<file path="src/inc/fec_cfg.svh">
// Register offsets, field positions and reset values of the repair classifier
`ifndef FEC_CFG_SVH
`define FEC_CFG_SVH

// ----------------------------------------------------------------
// Register byte offsets
// ----------------------------------------------------------------
`define OFS_CTRL 8'h00
`define OFS_WINDOW 8'h04
`define OFS_PKTTIME 8'h08
`define OFS_STATUS 8'h0C
`define OFS_ACCEPT 8'h10
`define OFS_DISCARD 8'h14

// ----------------------------------------------------------------
// Fields and reset values
// ----------------------------------------------------------------
`define CTRL_EN_BIT 0
`define CTRL_SCHEME_LSB 4
`define CTRL_RST_EN 1'b1
`define SCHEME_XOR 4'h0
`define WINDOW_RST 32'h0000_2710
`define PKTTIME_RST 16'h0001
`define HDR_R_BIT 31
`define HSIZE_WORD 3'h2

`endif

</file>
<file path="src/inc/fec_pkg.sv">
// Types shared by the repair header classifier modules
package fec_pkg;

  // ----------------------------------------------------------------
  // Classes, discard reasons and parser states
  // ----------------------------------------------------------------
  typedef enum logic [2:0] {
    CLS_NONE, CLS_ROW, CLS_ROW2D, CLS_COL, CLS_RETX, CLS_MASK, CLS_DROP
  } class_e;

  typedef enum logic [2:0] {
    RSN_NONE, RSN_ZERO_GRID, RSN_WINDOW, RSN_RESERVED, RSN_SCHEME, RSN_TRUNC
  } reason_e;

  typedef enum logic [2:0] {
    PS_IDLE, PS_TS, PS_SSRC, PS_BLK, PS_SKIP
  } parse_e;

  function automatic class_e grid_class(input logic [7:0] stride, input logic [7:0] rep);
    if (stride == 8'h00) begin
      return CLS_DROP;
    end else if (rep == 8'h00) begin
      return (stride == 8'h01) ? CLS_RETX : CLS_ROW;
    end else if (rep == 8'h01) begin
      return CLS_ROW2D;
    end
    return CLS_COL;
  endfunction

endpackage

</file>
<file path="src/inc/fec_if.sv">
// Carrier between the classifier core, its grid decoder and its counters
`timescale 1ns/10ps
interface fec_if;
  import fec_pkg::*;
  logic [7:0] stride;
  logic [7:0] rep;
  logic [15:0] pkt_us;
  logic [31:0] window;
  class_e cls;
  logic [15:0] span;
  logic too_long;
  logic pkt_done;
  logic pkt_ok;
  logic clr;
  logic [31:0] acc_cnt;
  logic [31:0] dis_cnt;
  modport dec (input stride, rep, pkt_us, window, output cls, span, too_long);
  modport stat (input pkt_done, pkt_ok, clr, output acc_cnt, dis_cnt);
endinterface

</file>
<file path="src/fec_grid_decode.sv">
// Stride and repeat classification with repair window span check
`timescale 1ns/10ps
module fec_grid_decode
  import fec_pkg::*;
(
  fec_if.dec bus
);
  logic [15:0] span;

  // ----------------------------------------------------------------
  // Span of source packets
  // ----------------------------------------------------------------
  always_comb begin
    if (bus.rep > 8'h01) begin
      span = 16'({8'h00, bus.rep - 8'h01} * {8'h00, bus.stride}) + 16'h0001;
    end else begin
      span = {8'h00, bus.stride};
    end
  end

  assign bus.span = span;
  assign bus.cls = grid_class(bus.stride, bus.rep);
  assign bus.too_long = ({16'h0000, span} * {16'h0000, bus.pkt_us}) > bus.window;
endmodule

</file>
<file path="src/fec_repair_header_classifier.sv">
// Repair header classifier top: AHB-Lite registers and header parser
//
// Our own choices: the register offsets and the AHB-Lite slave port.
`timescale 1ns/10ps
`include "fec_cfg.svh"
// Functional notes
// - Stride and repeat are 8-bit unsigned fields, at most 255.
// - Stride zero with repeat zero: repair block is discarded.
// - Stride one, repeat zero: block is a retransmission of one packet.
// - Stride and repeat may change per packet; no pair is latched.
// - Each per-stream block is decoded on its own pair.
// - Span beyond the session repair window discards the packet.
// - Retransmit set, fixed clear: one-packet retransmission layout.
// - In retransmissions the length field carries the resent sequence number.
// - Retransmissions hold no stride, repeat or mask fields.
// - Retransmission stream SSRC comes from the repair header itself.
// - One repair stream may serve several streams; demultiplex per block.
// - Repair timestamp rate exceeds 1000 Hz, ideally the source rate.
// - Repair window is kept and compared in microseconds.
// - Without a signalled code the XOR parity scheme is assumed.
// - Both variant bits set is reserved; such packets are ignored.
// - Stride above one, zero repeat: row parity over stride packets.
// - Nonzero stride, repeat one: row parity with column parity following.
// - Nonzero stride, repeat above one: column parity, members spaced by the stride.
module fec_repair_header_classifier
  import fec_pkg::*;
(
  input wire logic hclk,
  input wire logic hresetn,
  input wire logic ce,
  input wire logic hsel,
  input wire logic [31:0] haddr,
  input wire logic [1:0] htrans,
  input wire logic hwrite,
  input wire logic [2:0] hsize,
  input wire logic [31:0] hwdata,
  input wire logic hready,
  output logic hreadyout,
  output logic hresp,
  output logic [31:0] hrdata,
  input wire logic in_valid,
  output logic in_ready,
  input wire logic in_sop,
  input wire logic in_eop,
  input wire logic [31:0] in_data,
  input wire logic [3:0] in_csrc_cnt,
  output logic blk_valid,
  output class_e blk_class,
  output reason_e blk_reason,
  output logic blk_grid,
  output logic [3:0] blk_index,
  output logic [15:0] lowest_seq,
  output logic [7:0] blk_stride,
  output logic [7:0] blk_rep,
  output logic [15:0] blk_span,
  output logic [31:0] blk_ssrc,
  output logic pkt_valid,
  output logic pkt_ok,
  output class_e pkt_variant,
  output reason_e pkt_reason
);

  // ----------------------------------------------------------------
  // State
  // ----------------------------------------------------------------
  typedef struct packed {
    parse_e st;
    logic en;
    logic [3:0] scheme;
    logic [31:0] window;
    logic [15:0] pkt_us;
    logic wr_pend;
    logic [7:0] wr_addr;
    logic [31:0] rdata;
    logic hdr_retx;
    logic [3:0] blk_left;
    logic [3:0] blk_num;
    logic [15:0] seq;
    class_e variant;
    reason_e reason;
    logic blk_valid;
    class_e blk_class;
    reason_e blk_reason;
    logic blk_grid;
    logic [3:0] blk_index;
    logic [15:0] blk_seq;
    logic [7:0] blk_stride;
    logic [7:0] blk_rep;
    logic [15:0] blk_span;
    logic [31:0] blk_ssrc;
    logic pkt_valid;
    logic pkt_ok;
    class_e pkt_variant;
    reason_e pkt_reason;
  } core_s;

  function automatic core_s core_rst();
    core_s v;
    v = '0;
    v.en = `CTRL_RST_EN;
    v.scheme = `SCHEME_XOR;
    v.window = `WINDOW_RST;
    v.pkt_us = `PKTTIME_RST;
    return v;
  endfunction

  localparam core_s CORE_RST = core_rst();

  function automatic logic [31:0] reg_read(input logic [7:0] a, input core_s s,
                                           input logic [31:0] acc, input logic [31:0] dis);
    case (a)
      `OFS_CTRL: return {24'h00_0000, s.scheme, 3'h0, s.en};
      `OFS_WINDOW: return s.window;
      `OFS_PKTTIME: return {16'h0000, s.pkt_us};
      `OFS_STATUS: return {22'h00_0000, s.st != PS_IDLE, s.pkt_ok, 1'b0,
                           s.pkt_reason, 1'b0, s.pkt_variant};
      `OFS_ACCEPT: return acc;
      `OFS_DISCARD: return dis;
      default: return 32'h0000_0000;
    endcase
  endfunction

  core_s r, n;
  fec_if link ();

  fec_grid_decode u_dec (
    .bus(link.dec)
  );

  fec_stats u_stats (
    .hclk(hclk),
    .hresetn(hresetn),
    .ce(ce),
    .bus(link.stat)
  );

  // pair taken fresh from each block word
  assign link.stride = in_data[15:8];
  assign link.rep = in_data[7:0];
  assign link.pkt_us = r.pkt_us;
  assign link.window = r.window;
  assign link.pkt_done = r.pkt_valid;
  assign link.pkt_ok = r.pkt_ok;
  assign link.clr = r.wr_pend && (r.wr_addr == `OFS_ACCEPT);

  // ----------------------------------------------------------------
  // Next state
  // ----------------------------------------------------------------
  always_comb begin
    reason_e rsn;
    class_e var_c;
    class_e cls;
    logic fin;
    n = r;
    rsn = r.reason;
    var_c = r.variant;
    cls = CLS_NONE;
    fin = 1'b0;
    n.blk_valid = 1'b0;
    n.pkt_valid = 1'b0;
    // Write lands in the data phase; a read just behind it sees old data
    if (r.wr_pend) begin
      case (r.wr_addr)
        `OFS_CTRL: begin
          n.en = hwdata[`CTRL_EN_BIT];
          n.scheme = hwdata[`CTRL_SCHEME_LSB +: 4];
        end
        `OFS_WINDOW: n.window = hwdata;
        `OFS_PKTTIME: n.pkt_us = hwdata[15:0];
        default: n.wr_pend = 1'b0;
      endcase
    end
    if (hsel && hready && htrans[1]) begin
      n.wr_pend = hwrite && (hsize == `HSIZE_WORD);
      n.wr_addr = haddr[7:0];
      n.rdata = hwrite ? r.rdata : reg_read(haddr[7:0], r, link.acc_cnt, link.dis_cnt);
    end else begin
      n.wr_pend = 1'b0;
    end
    case (r.st)
      PS_IDLE: begin
        if (in_valid && in_sop && r.en) begin
          n.blk_num = 4'h0;
          n.blk_left = (in_csrc_cnt == 4'h0) ? 4'h1 : in_csrc_cnt;
          // length field holds the resent sequence number
          n.seq = in_data[15:0];
          n.hdr_retx = in_data[`HDR_R_BIT];
          rsn = RSN_NONE;
          var_c = CLS_NONE;
          n.st = PS_SKIP;
          // only the default XOR scheme is decoded
          if (r.scheme != `SCHEME_XOR) begin
            rsn = RSN_SCHEME;
          end else begin
            case (in_data[`HDR_R_BIT -: 2])
              2'h3: rsn = RSN_RESERVED;
              2'h0: var_c = CLS_MASK;
              // retransmission and grid both take the stamp word next
              default: n.st = PS_TS;
            endcase
          end
          if (in_eop) begin
            fin = 1'b1;
            if (n.st == PS_TS) begin
              rsn = RSN_TRUNC;
            end
          end
        end
      end
      PS_TS: begin
        if (in_valid) begin
          n.st = r.hdr_retx ? PS_SSRC : PS_BLK;
          if (in_eop) begin
            fin = 1'b1;
            rsn = RSN_TRUNC;
          end
        end
      end
      PS_SSRC: begin
        if (in_valid) begin
          // no grid fields; stream from header
          n.blk_valid = 1'b1;
          n.blk_class = CLS_RETX;
          n.blk_reason = RSN_NONE;
          n.blk_grid = 1'b0;
          n.blk_index = 4'h0;
          n.blk_seq = r.seq;
          n.blk_stride = 8'h00;
          n.blk_rep = 8'h00;
          n.blk_span = 16'h0001;
          n.blk_ssrc = in_data;
          var_c = CLS_RETX;
          n.st = PS_SKIP;
          fin = in_eop;
        end
      end
      PS_BLK: begin
        if (in_valid) begin
          cls = link.cls;
          n.blk_reason = RSN_NONE;
          if (cls == CLS_DROP) begin
            n.blk_reason = RSN_ZERO_GRID;
          end else if (link.too_long) begin
            cls = CLS_DROP;
            n.blk_reason = RSN_WINDOW;
          end
          n.blk_valid = 1'b1;
          n.blk_class = cls;
          n.blk_grid = 1'b1;
          n.blk_index = r.blk_num;
          n.blk_seq = in_data[31:16];
          n.blk_stride = in_data[15:8];
          n.blk_rep = in_data[7:0];
          n.blk_span = link.span;
          n.blk_ssrc = 32'h0000_0000;
          if (r.blk_num == 4'h0) begin
            var_c = cls;
          end
          if (rsn == RSN_NONE) begin
            rsn = n.blk_reason;
          end
          n.blk_num = r.blk_num + 4'h1;
          n.blk_left = r.blk_left - 4'h1;
          if (r.blk_left == 4'h1) begin
            n.st = PS_SKIP;
            fin = in_eop;
          end else if (in_eop) begin
            fin = 1'b1;
            if (rsn == RSN_NONE) begin
              rsn = RSN_TRUNC;
            end
          end
        end
      end
      PS_SKIP: begin
        if (in_valid && in_eop) begin
          fin = 1'b1;
        end
      end
      default: n.st = PS_IDLE;
    endcase
    if (fin) begin
      n.st = PS_IDLE;
      n.pkt_valid = 1'b1;
      n.pkt_ok = (rsn == RSN_NONE);
      n.pkt_variant = var_c;
      n.pkt_reason = rsn;
    end
    n.reason = rsn;
    n.variant = var_c;
  end

  always_ff @(posedge hclk or negedge hresetn) begin
    if (!hresetn) begin
      r <= CORE_RST;
    end else if (ce) begin
      r <= n;
    end
  end

  // ----------------------------------------------------------------
  // Outputs
  // ----------------------------------------------------------------
  assign hreadyout = ce;
  assign hresp = 1'b0;
  assign hrdata = r.rdata;
  // no stall, even right after a discard
  assign in_ready = ce;
  assign blk_valid = r.blk_valid;
  assign blk_class = r.blk_class;
  assign blk_reason = r.blk_reason;
  assign blk_grid = r.blk_grid;
  assign blk_index = r.blk_index;
  assign lowest_seq = r.blk_seq;
  assign blk_stride = r.blk_stride;
  assign blk_rep = r.blk_rep;
  assign blk_span = r.blk_span;
  assign blk_ssrc = r.blk_ssrc;
  assign pkt_valid = r.pkt_valid;
  assign pkt_ok = r.pkt_ok;
  assign pkt_variant = r.pkt_variant;
  assign pkt_reason = r.pkt_reason;

  // ----------------------------------------------------------------
  // Checks
  // ----------------------------------------------------------------
  a_field_capture: assert property (@(posedge hclk) disable iff (!hresetn)
    $past(ce && r.st == PS_BLK && in_valid) |-> blk_valid &&
      blk_stride == $past(in_data[15:8]) && blk_rep == $past(in_data[7:0]))
    else $error("grid fields not captured");
  a_block_index: assert property (@(posedge hclk) disable iff (!hresetn)
    $past(ce && r.st == PS_BLK && in_valid) |-> blk_index == $past(r.blk_num))
    else $error("block index wrong");
  a_zero_grid_drop: assert property (@(posedge hclk) disable iff (!hresetn)
    blk_valid && blk_grid && blk_stride == 8'h00 |->
      blk_class == CLS_DROP && blk_reason == RSN_ZERO_GRID)
    else $error("zero grid not discarded");
  a_unit_grid_retx: assert property (@(posedge hclk) disable iff (!hresetn)
    blk_valid && blk_grid && blk_stride == 8'h01 && blk_rep == 8'h00 &&
      blk_reason != RSN_WINDOW |-> blk_class == CLS_RETX)
    else $error("unit grid not retransmission");
  a_window_drop: assert property (@(posedge hclk) disable iff (!hresetn)
    blk_valid && blk_grid && blk_class != CLS_DROP |->
      ({16'h0000, blk_span} * {16'h0000, r.pkt_us}) <= r.window)
    else $error("block beyond window kept");
  a_retx_ssrc: assert property (@(posedge hclk) disable iff (!hresetn)
    $past(ce && r.st == PS_SSRC && in_valid) |-> blk_valid && !blk_grid &&
      blk_class == CLS_RETX && blk_ssrc == $past(in_data) && blk_span == 16'h0001)
    else $error("retransmission stream wrong");
  a_reserved_ignore: assert property (@(posedge hclk) disable iff (!hresetn)
    ce && r.st == PS_IDLE && r.en && in_valid && in_sop &&
      r.scheme == `SCHEME_XOR && in_data[31:30] == 2'h3 |=>
      !blk_valid && r.reason == RSN_RESERVED)
    else $error("reserved variant not ignored");
  a_scheme_default: assert property (@(posedge hclk) disable iff (!hresetn)
    ce && r.st == PS_IDLE && r.en && in_valid && in_sop &&
      r.scheme != `SCHEME_XOR |=> r.reason == RSN_SCHEME)
    else $error("foreign scheme decoded");
  a_row_span: assert property (@(posedge hclk) disable iff (!hresetn)
    blk_valid && blk_grid && blk_stride > 8'h01 && blk_rep == 8'h00 &&
      blk_reason != RSN_WINDOW |-> blk_class == CLS_ROW && blk_span == {8'h00, blk_stride})
    else $error("row span wrong");
  a_row_col_mode: assert property (@(posedge hclk) disable iff (!hresetn)
    blk_valid && blk_grid && blk_stride != 8'h00 && blk_rep == 8'h01 &&
      blk_reason != RSN_WINDOW |-> blk_class == CLS_ROW2D && blk_span == {8'h00, blk_stride})
    else $error("two-dimensional mode wrong");
  a_col_span: assert property (@(posedge hclk) disable iff (!hresetn)
    blk_valid && blk_grid && blk_stride != 8'h00 && blk_rep > 8'h01 &&
      blk_reason != RSN_WINDOW |-> blk_class == CLS_COL && blk_span ==
      16'({8'h00, blk_rep - 8'h01} * {8'h00, blk_stride}) + 16'h0001)
    else $error("column span wrong");
  a_drop_ready: assert property (@(posedge hclk) disable iff (!hresetn)
    pkt_valid && !pkt_ok |-> r.st == PS_IDLE && in_ready == ce)
    else $error("not ready after discard");
  a_pkt_verdict: assert property (@(posedge hclk) disable iff (!hresetn)
    pkt_valid |-> pkt_ok == (pkt_reason == RSN_NONE) &&
      (!pkt_ok || (pkt_variant != CLS_NONE && pkt_variant != CLS_DROP)))
    else $error("verdict and reason disagree");
endmodule

</file>
<file path="src/fec_stats.sv">
// Accepted and discarded packet counters
`timescale 1ns/10ps
module fec_stats
  import fec_pkg::*;
(
  input wire logic hclk,
  input wire logic hresetn,
  input wire logic ce,
  fec_if.stat bus
);
  typedef struct packed {
    logic [31:0] acc;
    logic [31:0] dis;
  } stats_s;

  stats_s r, n;

  // ----------------------------------------------------------------
  // Counting
  // ----------------------------------------------------------------
  always_comb begin
    n = r;
    if (bus.clr) begin
      n = '0;
    end
    // Count after clear so a verdict in the clear cycle survives
    if (bus.pkt_done) begin
      if (bus.pkt_ok) begin
        n.acc = n.acc + 32'h0000_0001;
      end else begin
        n.dis = n.dis + 32'h0000_0001;
      end
    end
  end

  always_ff @(posedge hclk or negedge hresetn) begin
    if (!hresetn) begin
      r <= '0;
    end else if (ce) begin
      r <= n;
    end
  end

  assign bus.acc_cnt = r.acc;
  assign bus.dis_cnt = r.dis;

  a_count_clear: assert property (@(posedge hclk) disable iff (!hresetn)
    ce && bus.clr && !bus.pkt_done |=> r.acc == 32'h0 && r.dis == 32'h0)
    else $error("counters not cleared");
endmodule

</file>
<file path="config.mk">
export PLATFORM = sky130hd
export DESIGN_NAME = fec_repair_header_classifier
export DESIGN_NICKNAME = d
export VERILOG_FILES = /design/src/inc/fec_pkg.sv /design/src/inc/fec_if.sv /design/src/fec_grid_decode.sv /design/src/fec_repair_header_classifier.sv /design/src/fec_stats.sv
export VERILOG_INCLUDE_DIRS = /design/src /design/src/inc
export SDC_FILE = /design/constraint.sdc
export NUM_CORES = 1
export LEC_CHECK = 0
export BUFFER_PORTS_ARGS = -buffer_cell sky130_fd_sc_hd__buf_4
export CAP_MARGIN = 20
export CORE_UTILIZATION = 56
export CTS_CLUSTER_SIZE = 20
export DETAILED_ROUTE_END_ITERATION = 16
export GPL_TIMING_DRIVEN = 1
export PLACE_DENSITY = 0.79
export SKIP_LAST_GASP = 1
export SLEW_MARGIN = 20
export SYNTH_ARGS = -nofsm -noshare
export SYNTH_HDL_FRONTEND = slang
export SYNTH_SLANG_ARGS = --single-unit
</file>
<file path="constraint.sdc">
create_clock -name hclk -period 7.7 [get_ports hclk]
set_clock_uncertainty 0.15 [all_clocks]
set_input_delay 0.385 -clock hclk [delete_from_list [all_inputs] [get_ports hclk]]
set_output_delay 0.385 -clock hclk [all_outputs]
set_load 0.01 [all_outputs]
</file>
==> flow_metrics.tcl <==
set metrics [dict create \
    start_kind "primary input" \
    clk_pin_slew_ns 0.06 \
    hp-start "in_data[30]" \
    rsz0062_at_grt "yes" \
    cts_tree "done" \
    slew_headroom_pct 32.47 \
    crit_top_cell "fa_1" \
    wl_per_cell_um 19.80 \
    wl_met3_um 5100 \
    worst_pin_slew_ns 1.005 \
    vias 22220 \
    io_pins 249 \
    ir_drop_mv 0.3297 \
    powerDensity_mw_per_mm2 220.7 \
    synth_edf_count 0 \
    yosysTopAreaCell "dfrtp_1" \
    required_ns 8.02 \
    fin_crit_sh_pct 148.0 \
    wirelength_um 75140 \
    p_leak_nw 15.61 \
    yosysTopAreaCellShare_pct 27.16 \
    synth.area.top_cells "dfrtp_1 (27%), fa_1 (18%), ha_1 (8.8%), nand2_1 (5.3%), inv_1 (5.1%)" \
    seq_area_frac_synth_pct 27.86 \
    drive_above_1_share_pct 26.31 \
    design.die.area_mm2 0.04759 \
    period_minus_slack_ns 11.39 \
    status "finished with violations" \
    viasPerCell 5.856 \
    hold_class "in2reg" \
    slew_violations 0 \
    ff2ff_path_depth 31 \
    worstSkewPairLatency_ns 0.58 \
    rows 78 \
    cts_root_buf "clkbuf_16" \
    end_kind "register" \
    ys_ff_latch 291 \
    ant_nets 0 \
    fin_ws_ns -3.695 \
    yosysUniqueCellTypes 75 \
    synthArstFlopShare_pct 100.0 \
    final_common_cell "buf_4" \
    area_growth_pct 21.83 \
    yosys_most_used_dff "dfrtp_1" \
    setup_tns_ns -61.07 \
    violations "negative setup slack" \
    finalSetupViolations 17 \
    grt_pass1_wl_um 120600 \
    cpMaxStageDelayCell "fa_1" \
    start_util_pct 57.16 \
    drt_iter0_drc 2198 \
    avgSynthCellArea_um2 9.229 \
    max_stage_delay_ns 0.55 \
    fmax_mhz 87.76 \
    final_cell_mix "buf_4 (484), nand2_1 (361), inv_1 (341)" \
    grt_max_degree 182 \
    place_congestion 0.9622 \
    whs_ns 0.02971 \
    crit_fanout 4 \
    synthesis.area_mm2 0.02617 \
    numClockSinks 291 \
    die_h_um 218.2 \
    h-tree-depth 1 \
    dr_wl_met2_um 37340 \
    r2r-end "pkt_ok" \
    core-area_mm2 0.04577 \
    finalPower_mw 7.036 \
    holdPathStages 3 \
    path_class "in2reg" \
    syn_inst 2835 \
    synth_warnings 0 \
    r2r-start "link.pkt_us[2]" \
    drc_errors 0 \
    hold_viol 0 \
    drv_cap 0 \
    reg2reg_slack_ns -0.56 \
    top_layer_used "met4" \
    grt_pass1_vias 23210 \
    cts_buffers 31 \
    track_usage_pct 31.84 \
    grt_overflow_total 0 \
    die-width_um 218.2 \
    dpl.hpwl_um 55710 \
    wl_met1_um 29560 \
    firstDrtPassIters 7 \
    cp.arrival_ns 11.71 \
    nNetsFinal 3698 \
    io_buffers 221 \
    antenna_found_initial 1 \
    holdPathEnd "blk_ssrc[30]" \
    clockBufferDepth 3 \
]
worst max-delay path: cells and delay by family:
kind,cells,cell delay [ns]
adder cells (fa/ha/maj),13,5.81
AO/OA/AOI/OAI,13,2.23
XOR/XNOR,1,0.15
AND/OR/NAND/NOR,10,2.21
buffers and inverters,10,0.93
power breakdown:
part	total [mW]	leakage [nW]	switching (mW)	internal, mW
Combinational	3.54	11.1	1.95	1.59
Sequential	1.95	3.95	0.194	1.75
Clock	1.55	0.521	0.648	0.903
Total	7.04	15.6	2.79	4.25
area by class of cell:
type,instances,area (um^2)
diodes,1,2.502
clock buffers,42,877.1
clock inverters,14,173.9
fillers,3188,13890
inverters,357,1355
multi-input cells,1924,16900
flip-flops and latches,291,7291
well taps,600,750.7
repair buffers,565,4523
worst max-delay path by stage:
stage	endpoint	slack (ns)	start
3_5_place_dp	pkt_ok	-4.43	in_data[0]
3_3_place_gp	pkt_ok	-4.05	in_data[0]
2_1_floorplan	pkt_ok	-3.51	in_data[2]
4_1_cts	r[105]	-3.43	in_data[0]
5_1_grt	pkt_variant[0]	-4.01	in_data[1]
6_report	pkt_ok	-3.69	in_data[0]
synth_stat cells (16+ instances only):
cell      instances
nand2_1         369
inv_1           356
dfrtp_1         284
fa_1            230
ha_1            184
o21ai_0         141
buf_4           131
clkbuf_1        113
mux2_2          112
and2_1          106
nor2_1          105
a21oi_1          80
nand3_1          77
xnor2_1          45
nor2b_1          44
nor3_1           41
xor2_1           38
and3_1           37
a22o_1           35
nand4_1          28
a22oi_1          21
a221o_1          16
timing repair:
action | CTS | global route
gates resized for setup | 92 | 42
setup buffers | 21 | 9
hold endpoints to repair | 202 | 0
gates cloned | 0 | 0
pin swaps | 71 | 35
setup endpoints to repair | 17 | 17
hold buffers | 59 | 0
kinds of logic (layout without fill, tap and decap cells):
group | after synthesis | after routing | share of synthesized area [%]
buffers and inverters | 621 | 978 | 10.91
muxes | 117 | 117 | 5.011
and+or+nand+nor | 874 | 874 | 16.05
AOI/OAI and AO/OA | 434 | 434 | 10.97
xor gates and xnor gates | 83 | 83 | 2.778
DFF | 291 | 291 | 27.86
adders and majority gates | 414 | 414 | 26.40
other | 1 | 3 | 0.01433
metrics by stage:
step           instances  setup slack (ns)  cell area [um^2]  util [%]
2_1_floorplan       2836            -3.508             26570         -
3_3_place_gp        3649            -4.047             29440     64.31
3_5_place_dp        3649            -4.431             29440     64.31
4_1_cts             3784            -3.431             31630     69.11
5_1_grt             3794            -4.012             31880     69.64
6_report            3794            -3.695             31880     69.64
flip-flops by register name, indices dropped and copies added (netlist names), 8 cells and up:
name and count:
blk_rep 8, blk_span 16, blk_ssrc 32, blk_stride 8, hrdata 32, link.pkt_us 16, link.window 32, lowest_seq 16
r 48, u_stats.bus.acc_cnt 32, u_stats.bus.dis_cnt 32
metal layers:
metal  track usage, %  vias to the layer above
li1                 -                     9928
met1            40.06                    11070
met2            54.46                      992
met3            4.816                      225
met4            13.61                        0
met5                0                        -
No activity file was read; power rests on OpenSTA's default activity.
